==> src/design/iatr_pkg.sv <==
// package: map, reset values and carrier types of the input alarm threshold registers
`default_nettype none
package iatr_pkg;

    ////////////////////////////////////////////////////////////////////////////
    // register byte addresses
    localparam logic [7:0] ADDR_FLAGS = 8'h20;
    localparam logic [7:0] ADDR_UPPER = 8'h24;
    localparam logic [7:0] ADDR_LOWER = 8'h28;
    localparam logic [7:0] ADDR_IRQ_STATUS = 8'h30;
    localparam logic [7:0] ADDR_IRQ_CLEAR = 8'h34;
    localparam logic [7:0] ADDR_IRQ_ENABLE = 8'h38;

    ////////////////////////////////////////////////////////////////////////////
    // reset values
    localparam logic [15:0] RST_UPPER = 16'hffff;
    localparam logic [7:0] RST_HYST = 8'h00;
    localparam logic [15:0] RST_LOWER = 16'h0000;
    localparam logic [1:0] RST_IRQ = 2'h0;
    localparam logic [31:0] RST_RDATA = 32'h0000_0000;

    ////////////////////////////////////////////////////////////////////////////
    // field positions
    localparam int FLAG_SUMMARY_BIT = 0;
    localparam int FLAG_HIGH_BIT = 4;
    localparam int FLAG_LOW_BIT = 5;
    localparam int IRQ_HIGH_BIT = 0;
    localparam int IRQ_LOW_BIT = 1;
    localparam int LIMIT_LSB = 0;
    localparam int HYST_LSB = 24;
    localparam int HYST_EFF_LSB = 2;
    localparam int PAD_BITS = 2;

    ////////////////////////////////////////////////////////////////////////////
    // carrier types
    typedef struct packed {
        logic valid;
        logic [17:0] data;
    } iatr_conv_type;

    typedef struct packed {
        logic high;
        logic low;
        logic summary;
    } iatr_alarm_type;

    typedef struct packed {
        logic [15:0] upper;
        logic [7:0] hyst;
        logic [15:0] lower;
        logic high;
        logic low;
        logic summary;
        logic [1:0] irq_status;
        logic [1:0] irq_enable;
        logic [31:0] prdata;
    } iatr_state_type;

    localparam iatr_state_type ST_RESET = '{
        upper: RST_UPPER,
        hyst: RST_HYST,
        lower: RST_LOWER,
        high: 1'b0,
        low: 1'b0,
        summary: 1'b0,
        irq_status: RST_IRQ,
        irq_enable: RST_IRQ,
        prdata: RST_RDATA
    };

endpackage
`default_nettype wire

==> src/design/iatr_regs.sv <==
// input alarm threshold registers: apb slave, limit compare with hysteresis, interrupt
// Notes on behaviour
// - upper limit and hysteresis word sits at 24h, bytes 24h to 27h
// - hysteresis lives in bits 31-24; upper six bits form the magnitude
// - upper compare value is the 16-bit field followed by two zeros
// - reset: upper FFFFh, hysteresis and lower zero, so only readings above 3FFFCh trip (high flag)
// - bits 23-16 of the upper word read zero and ignore writes
// - lower limit word sits at 28h, bytes 28h to 2Bh
// - lower compare value is the 16-bit field followed by two zeros
// - upper half of the lower word reads zero and ignores writes
// - separate read-only high and low trip flags, one while condition exists
// - summary bit is the OR of all trip flags
//
// The implementer's own choice: the APB interface to the registers.
`default_nettype none
module iatr_regs #(
    parameter int ADDR_W = 8
) (
    input wire logic core_clk,
    input wire logic sys_rst,
    input wire logic psel,
    input wire logic penable,
    input wire logic pwrite,
    input wire logic [ADDR_W-1:0] paddr,
    input wire logic [31:0] pwdata,
    input wire logic [3:0] pstrb,
    output logic [31:0] prdata,
    output logic pready,
    output logic pslverr,
    input wire iatr_pkg::iatr_conv_type conv,
    output iatr_pkg::iatr_alarm_type alarm,
    output logic irq
);

    iatr_pkg::iatr_state_type st_reg;
    iatr_pkg::iatr_state_type st_next;

    ////////////////////////////////////////////////////////////////////////////
    // bus decode
    logic [7:0] addr;
    logic access;
    logic wr;
    logic rd_setup;
    logic hit;
    logic wr_upper;
    logic wr_lower;
    logic wr_clear;
    logic wr_enable;

    assign addr = paddr[7:0];
    assign access = psel & penable;
    assign wr = access & pwrite;
    assign rd_setup = psel & ~penable & ~pwrite;
    assign hit = (addr == iatr_pkg::ADDR_FLAGS) | (addr == iatr_pkg::ADDR_UPPER)
        | (addr == iatr_pkg::ADDR_LOWER) | (addr == iatr_pkg::ADDR_IRQ_STATUS)
        | (addr == iatr_pkg::ADDR_IRQ_CLEAR) | (addr == iatr_pkg::ADDR_IRQ_ENABLE);
    assign wr_upper = wr & (addr == iatr_pkg::ADDR_UPPER);
    assign wr_lower = wr & (addr == iatr_pkg::ADDR_LOWER);
    assign wr_clear = wr & (addr == iatr_pkg::ADDR_IRQ_CLEAR);
    assign wr_enable = wr & (addr == iatr_pkg::ADDR_IRQ_ENABLE);

    // zero wait states; unmapped addresses answer with an error
    assign pready = 1'b1;
    assign pslverr = access & ~hit;

    ////////////////////////////////////////////////////////////////////////////
    // comparison values
    logic [17:0] upper18;
    logic [17:0] lower18;
    logic [17:0] hyst18;
    logic [18:0] data_plus_hyst;
    logic [18:0] lower_plus_hyst;

    assign upper18 = {st_reg.upper, {iatr_pkg::PAD_BITS{1'b0}}};
    assign lower18 = {st_reg.lower, {iatr_pkg::PAD_BITS{1'b0}}};
    // only the six upper hysteresis bits count, in the same scale as a limit
    assign hyst18 = {10'h000, st_reg.hyst[7:iatr_pkg::HYST_EFF_LSB],
        {iatr_pkg::PAD_BITS{1'b0}}};
    assign data_plus_hyst = {1'b0, conv.data} + {1'b0, hyst18};
    assign lower_plus_hyst = {1'b0, lower18} + {1'b0, hyst18};

    ////////////////////////////////////////////////////////////////////////////
    // next state
    logic high_next;
    logic low_next;
    logic [1:0] irq_set;

    always_comb begin
        st_next = st_reg;
        high_next = st_reg.high;
        low_next = st_reg.low;

        // whole word lands in one edge, so compares never see half a limit
        if (wr_upper) begin
            if (pstrb[0]) begin
                st_next.upper[7:0] = pwdata[7:0];
            end
            if (pstrb[1]) begin
                st_next.upper[15:8] = pwdata[15:8];
            end
            // lane 2 has no storage
            if (pstrb[3]) begin
                st_next.hyst = pwdata[31:iatr_pkg::HYST_LSB];
            end
        end
        if (wr_lower) begin
            if (pstrb[0]) begin
                st_next.lower[7:0] = pwdata[7:0];
            end
            if (pstrb[1]) begin
                st_next.lower[15:8] = pwdata[15:8];
            end
            // upper half has no storage
        end
        if (wr_enable && pstrb[0]) begin
            st_next.irq_enable = pwdata[1:0];
        end

        // alarm with hysteresis band
        if (conv.valid) begin
            if (conv.data > upper18) begin
                high_next = 1'b1;
            end else if (data_plus_hyst < {1'b0, upper18}) begin
                high_next = 1'b0;
            end
            if (conv.data < lower18) begin
                low_next = 1'b1;
            end else if ({1'b0, conv.data} > lower_plus_hyst) begin
                low_next = 1'b0;
            end
        end
        st_next.high = high_next;
        st_next.low = low_next;
        st_next.summary = high_next | low_next;

        // sticky trip events; a new event wins over a clear in the same cycle
        irq_set = 2'b00;
        irq_set[iatr_pkg::IRQ_HIGH_BIT] = high_next & ~st_reg.high;
        irq_set[iatr_pkg::IRQ_LOW_BIT] = low_next & ~st_reg.low;
        if (wr_clear && pstrb[0]) begin
            st_next.irq_status = st_reg.irq_status & ~pwdata[1:0];
        end
        st_next.irq_status = st_next.irq_status | irq_set;

        // read data captured in the setup phase, held through the access
        if (rd_setup) begin
            st_next.prdata = 32'h0000_0000;
            case (addr)
                iatr_pkg::ADDR_FLAGS: begin
                    st_next.prdata[iatr_pkg::FLAG_HIGH_BIT] = st_reg.high;
                    st_next.prdata[iatr_pkg::FLAG_LOW_BIT] = st_reg.low;
                    st_next.prdata[iatr_pkg::FLAG_SUMMARY_BIT] = st_reg.summary;
                end
                iatr_pkg::ADDR_UPPER: begin
                    st_next.prdata[15:0] = st_reg.upper;
                    st_next.prdata[31:iatr_pkg::HYST_LSB] = st_reg.hyst;
                end
                iatr_pkg::ADDR_LOWER: begin
                    st_next.prdata[15:0] = st_reg.lower;
                end
                iatr_pkg::ADDR_IRQ_STATUS: begin
                    st_next.prdata[1:0] = st_reg.irq_status;
                end
                iatr_pkg::ADDR_IRQ_ENABLE: begin
                    st_next.prdata[1:0] = st_reg.irq_enable;
                end
                default: begin
                    st_next.prdata = 32'h0000_0000;
                end
            endcase
        end
    end

    ////////////////////////////////////////////////////////////////////////////
    // state register
    always_ff @(posedge core_clk) begin
        if (sys_rst) begin
            st_reg <= iatr_pkg::ST_RESET;
        end else begin
            st_reg <= st_next;
        end
    end

    assign prdata = st_reg.prdata;
    assign alarm = '{high: st_reg.high, low: st_reg.low, summary: st_reg.summary};
    assign irq = |(st_reg.irq_status & st_reg.irq_enable);
endmodule
`default_nettype wire

==> config.mk <==
export PLATFORM = sky130hd
export DESIGN_NAME = iatr_regs
export DESIGN_NICKNAME = d
export VERILOG_FILES = /design/src/design/iatr_pkg.sv /design/src/design/iatr_regs.sv
export SDC_FILE = /design/constraint.sdc
export NUM_CORES = 1
export LEC_CHECK = 0
export BUFFER_PORTS_ARGS = -buffer_cell sky130_fd_sc_hd__buf_2
export CORE_MARGIN = 10
export CORE_UTILIZATION = 55
export DETAILED_ROUTE_END_ITERATION = 12
export PLACE_DENSITY_LB_ADDON = 0.3
export SLEW_MARGIN = 5
export SYNTH_ARGS = -nofsm -noshare
export SYNTH_HDL_FRONTEND = slang
export SYNTH_SLANG_ARGS = --single-unit
==> constraint.sdc <==
create_clock -name core_clk -period 9.9 [get_ports core_clk]
set_input_delay 1.98 -clock core_clk [delete_from_list [all_inputs] [get_ports core_clk]]
set_output_delay 1.98 -clock core_clk [all_outputs]
set_load 0.02 [all_outputs]
==> insert_results.sql <==
INSERT INTO impl_metrics (metric_group, metric, value, unit) VALUES
('worst_setup_path', 'startpoint_type', 'input port', ''),
('die', 'die_width', '119', 'um'),
('logic_synthesis', 'synth-edff-count', '0', ''),
('clock_network', 'cts_made_buffers', '9', ''),
('drt', 'detail-route-antenna-nets', '0', ''),
('run_status', 'run_status', 'completed', ''),
('placed_design', 'routabilityCongestion', '0.930', ''),
('finish', 'syn2layout_area_growth', '8.48', '%'),
('timing', 'timing.final.crit_period', '4.77', 'ns'),
('logic_synthesis', 'mappedNetlistArea', '5360', 'um2'),
('clock_network', 'cts-root-to-sink-buffers', '2', ''),
('timing', 'postLayoutSetupSlackWorst', '5.13', 'ns'),
('finish', 'mostFrequentLayoutCell', 'buf_2', ''),
('logic_synthesis', 'ys_dominant_reg_cell', 'dfxtp_1', ''),
('placed_design', 'post_dp_cell_area', '5620', 'um2'),
('drt', 'drc', '0', ''),
('drt', 'routed_wirelength', '14.4', 'mm'),
('logic_synthesis', 'synth-warning-count', '0', ''),
('finish', 'antennaDiodeCount', '0', ''),
('timing', 'fin_crit_sh', '0.482', ''),
('power', 'power.density', '103', 'nW/um2'),
('worst_setup_path', 'worst-endpoint-required', '10.17', 'ns'),
('worst_hold_path', 'hold_path_class', 'reg -> reg', ''),
('logic_synthesis', 'postSynthCellCount', '642', ''),
('worst_setup_path', 'worstSetupPathType', 'in -> reg', ''),
('finish', 'most-common-layout-cells', 'buf_2, ha_1, dfxtp_1', ''),
('logic_synthesis', 'synth_area_leaders', 'dfxtp_1, ha_1, buf_4', ''),
('finish', 'finish.cell_count_without_fillers', '824', ''),
('global_route', 'grt_pass1_vias', '4807', ''),
('power', 'power.leakage', '2.72', 'nW'),
('clock_network', 'post_cts.resized_instances', '0', ''),
('timing', 'worst-slew-pin-transition', '1.09', 'ns'),
('finish', 'largest_register_ffs', '24', ''),
('logic_synthesis', 'synth_top_area_cell', 'dfxtp_1', ''),
('drt', 'initialDrtViolationCount', '358', ''),
('timing', 'setup_viol', '0', ''),
('drt', 'wl_per_cell', '17.4', 'um'),
('die', 'design.die.area', '14100', 'um2'),
('placed_design', 'number_of_placed_cells_counting_well_taps', '809', ''),
('logic_synthesis', 'ys_ff_latch', '71', ''),
('finish', 'drive_gt1_frac', '0.165', ''),
('worst_setup_path', 'slowest_stage', 'fa_1', ''),
('global_route', 'grt_start_max_net_pins', '72', ''),
('job', 'max_cap_viol_count', '0', ''),
('worst_setup_path', 'worst_ep_arrival_time', '5.04', 'ns'),
('finish', 'fillers', '865', ''),
('drt', 'detail_route.vias_per_cell', '5.74', ''),
('timing', 'finalSetupTns', '0', 'ns'),
('worst_setup_path', 'setup.worst_path.end_class', 'register', ''),
('placed_design', 'detailedPlace.worstSlack', '4.82', 'ns'),
('worst_setup_path', 'largest_fanout_on_the_critical_path', '6', ''),
('logic_synthesis', 'synthDominantCellAreaShare', '0.265', ''),
('finish', 'finalNetCount', '835', ''),
('placed_design', 'detailed_place_hpwl', '11.5', 'mm'),
('die', 'floorplan.initialDensity', '0.572', ''),
('logic_synthesis', 'synth_async_sr_flop_share', '0', ''),
('finish', 'finalInstanceArea', '5810', 'um2'),
('die', 'coreArea', '9370', 'um2'),
('global_route', 'grt_pass1_wl', '23.8', 'mm'),
('clock_network', 'clkLatencyLatePin', '0.34', 'ns'),
('global_route', 'antenna_violations_before_repair', '0', ''),
('logic_synthesis', 'synth_area_per_cell', '8.35', 'um2'),
('clock_network', 'cts-htree-levels', '3', ''),
('power', 'vdd.ir_drop.worst', '0.124', 'mV'),
('timing', 'timing.final.hold_violations', '0', ''),
('timing', 'grt_setup_unrepaired', 'no', ''),
('die', 'floorplan.rows', '35', ''),
('global_route', 'grt_overflow_total', '0', ''),
('clock_network', 'clk_pin_slew', '0.07', 'ns'),
('logic_synthesis', 'synth.lib_cells_used.distinct', '56', ''),
('logic_synthesis', 'seq_area_frac_synth', '0.265', '');
[cell type report]
type	instances	area, um2	area share
Clock inverter	3	43.8	0.00753
Sequential cell	71	1420	0.245
Tap cell	129	161	0.0278
Timing Repair Buffer	90	458	0.0788
Clock buffer	12	145	0.0250
Inverter	37	139	0.0239
Multi-Input combinational cell	482	3440	0.592
[cell usage after synthesis, types with 2 or more instances]
master     number
a2111oi_0       2
nor2b_1         6
nor3b_1         3
nand3b_1        9
o21ai_0        19
nand4_1         9
xor2_1          4
fa_1            2
a21oi_1        40
and3_1          5
o21bai_1        3
a211oi_1        6
mux2_2          4
mux2i_1        19
xnor2_1        23
buf_4          39
or4b_4          2
a221oi_1       14
o211ai_1        4
nand2_1        59
nor4_1          2
inv_1          37
dfxtp_1        71
o2111ai_1       2
o21a_1          5
and4_1          4
nor3_1         23
a211o_1        10
ha_1           74
clkbuf_1       16
conb_1          2
buf_6           2
and2_1          3
a31oi_1         3
buf_2           2
nand3_1        27
nor2_1         54
a21o_1         13
a22oi_1         2
nand2b_1        2
[per-layer routing]
layer  global-route usage  part of all wire  wire length [um]
met5                    0                 0                 0
met4               0.0771             0.029               415
met3               0.0538             0.063               906
met2                0.334              0.48              6970
met1                0.240              0.42              6080
[logic make-up after synthesis]
family / count (synthesis) / share of synthesized area
and+or+nand+nor: 215 / 0.202
AOI/OAI and AO/OA: 132 / 0.165
buffers and inverters: 96 / 0.0979
adders and majority gates: 76 / 0.180
DFF: 71 / 0.265
xor gates and xnor gates: 27 / 0.0441
muxes: 23 / 0.0439
other: 2 / 0.00140
[critical path, delay by kind of cell]
kind	cells	cell delay, ns
fa+ha+maj	3	0.93
compound gates	6	1.35
buf+inv	1	0.11
simple gates	4	0.59
xor+xnor	1	0.07
[worst paths after layout]
check / start / slack [ns] / to / cells past startpoint
hold reg to reg: prdata[29] / 0.45 / prdata[29] / 2
setup reg to reg: lower18[9] / 6.50 / alarm[0] / 11
hold / removal: prdata[29] / 0.45 / prdata[29] / 2
setup / recovery: conv[2] / 5.13 / alarm[0] / 15
[where the power goes]
part           internal, mW  switching, mW
clock                 0.122          0.105
sequential            0.289        0.00239
combinational        0.0306         0.0479
[stage by stage]
| stage | util | hold slack [ns] | total power, mW |
|---|---|---|---|
| 6_report | 0.620 | 0.455 | 0.597 |
| 5_1_grt | 0.620 | 0.483 | 0.624 |
| 4_1_cts | 0.620 | 0.458 | 0.600 |
| 3_5_place_dp | 0.600 | 0.448 | 0.376 |
| 3_3_place_gp | 0.600 | 0.435 | 0.374 |
| 2_1_floorplan | - | 0.432 | 0.349 |
Power figures use the tool's default switching activity.
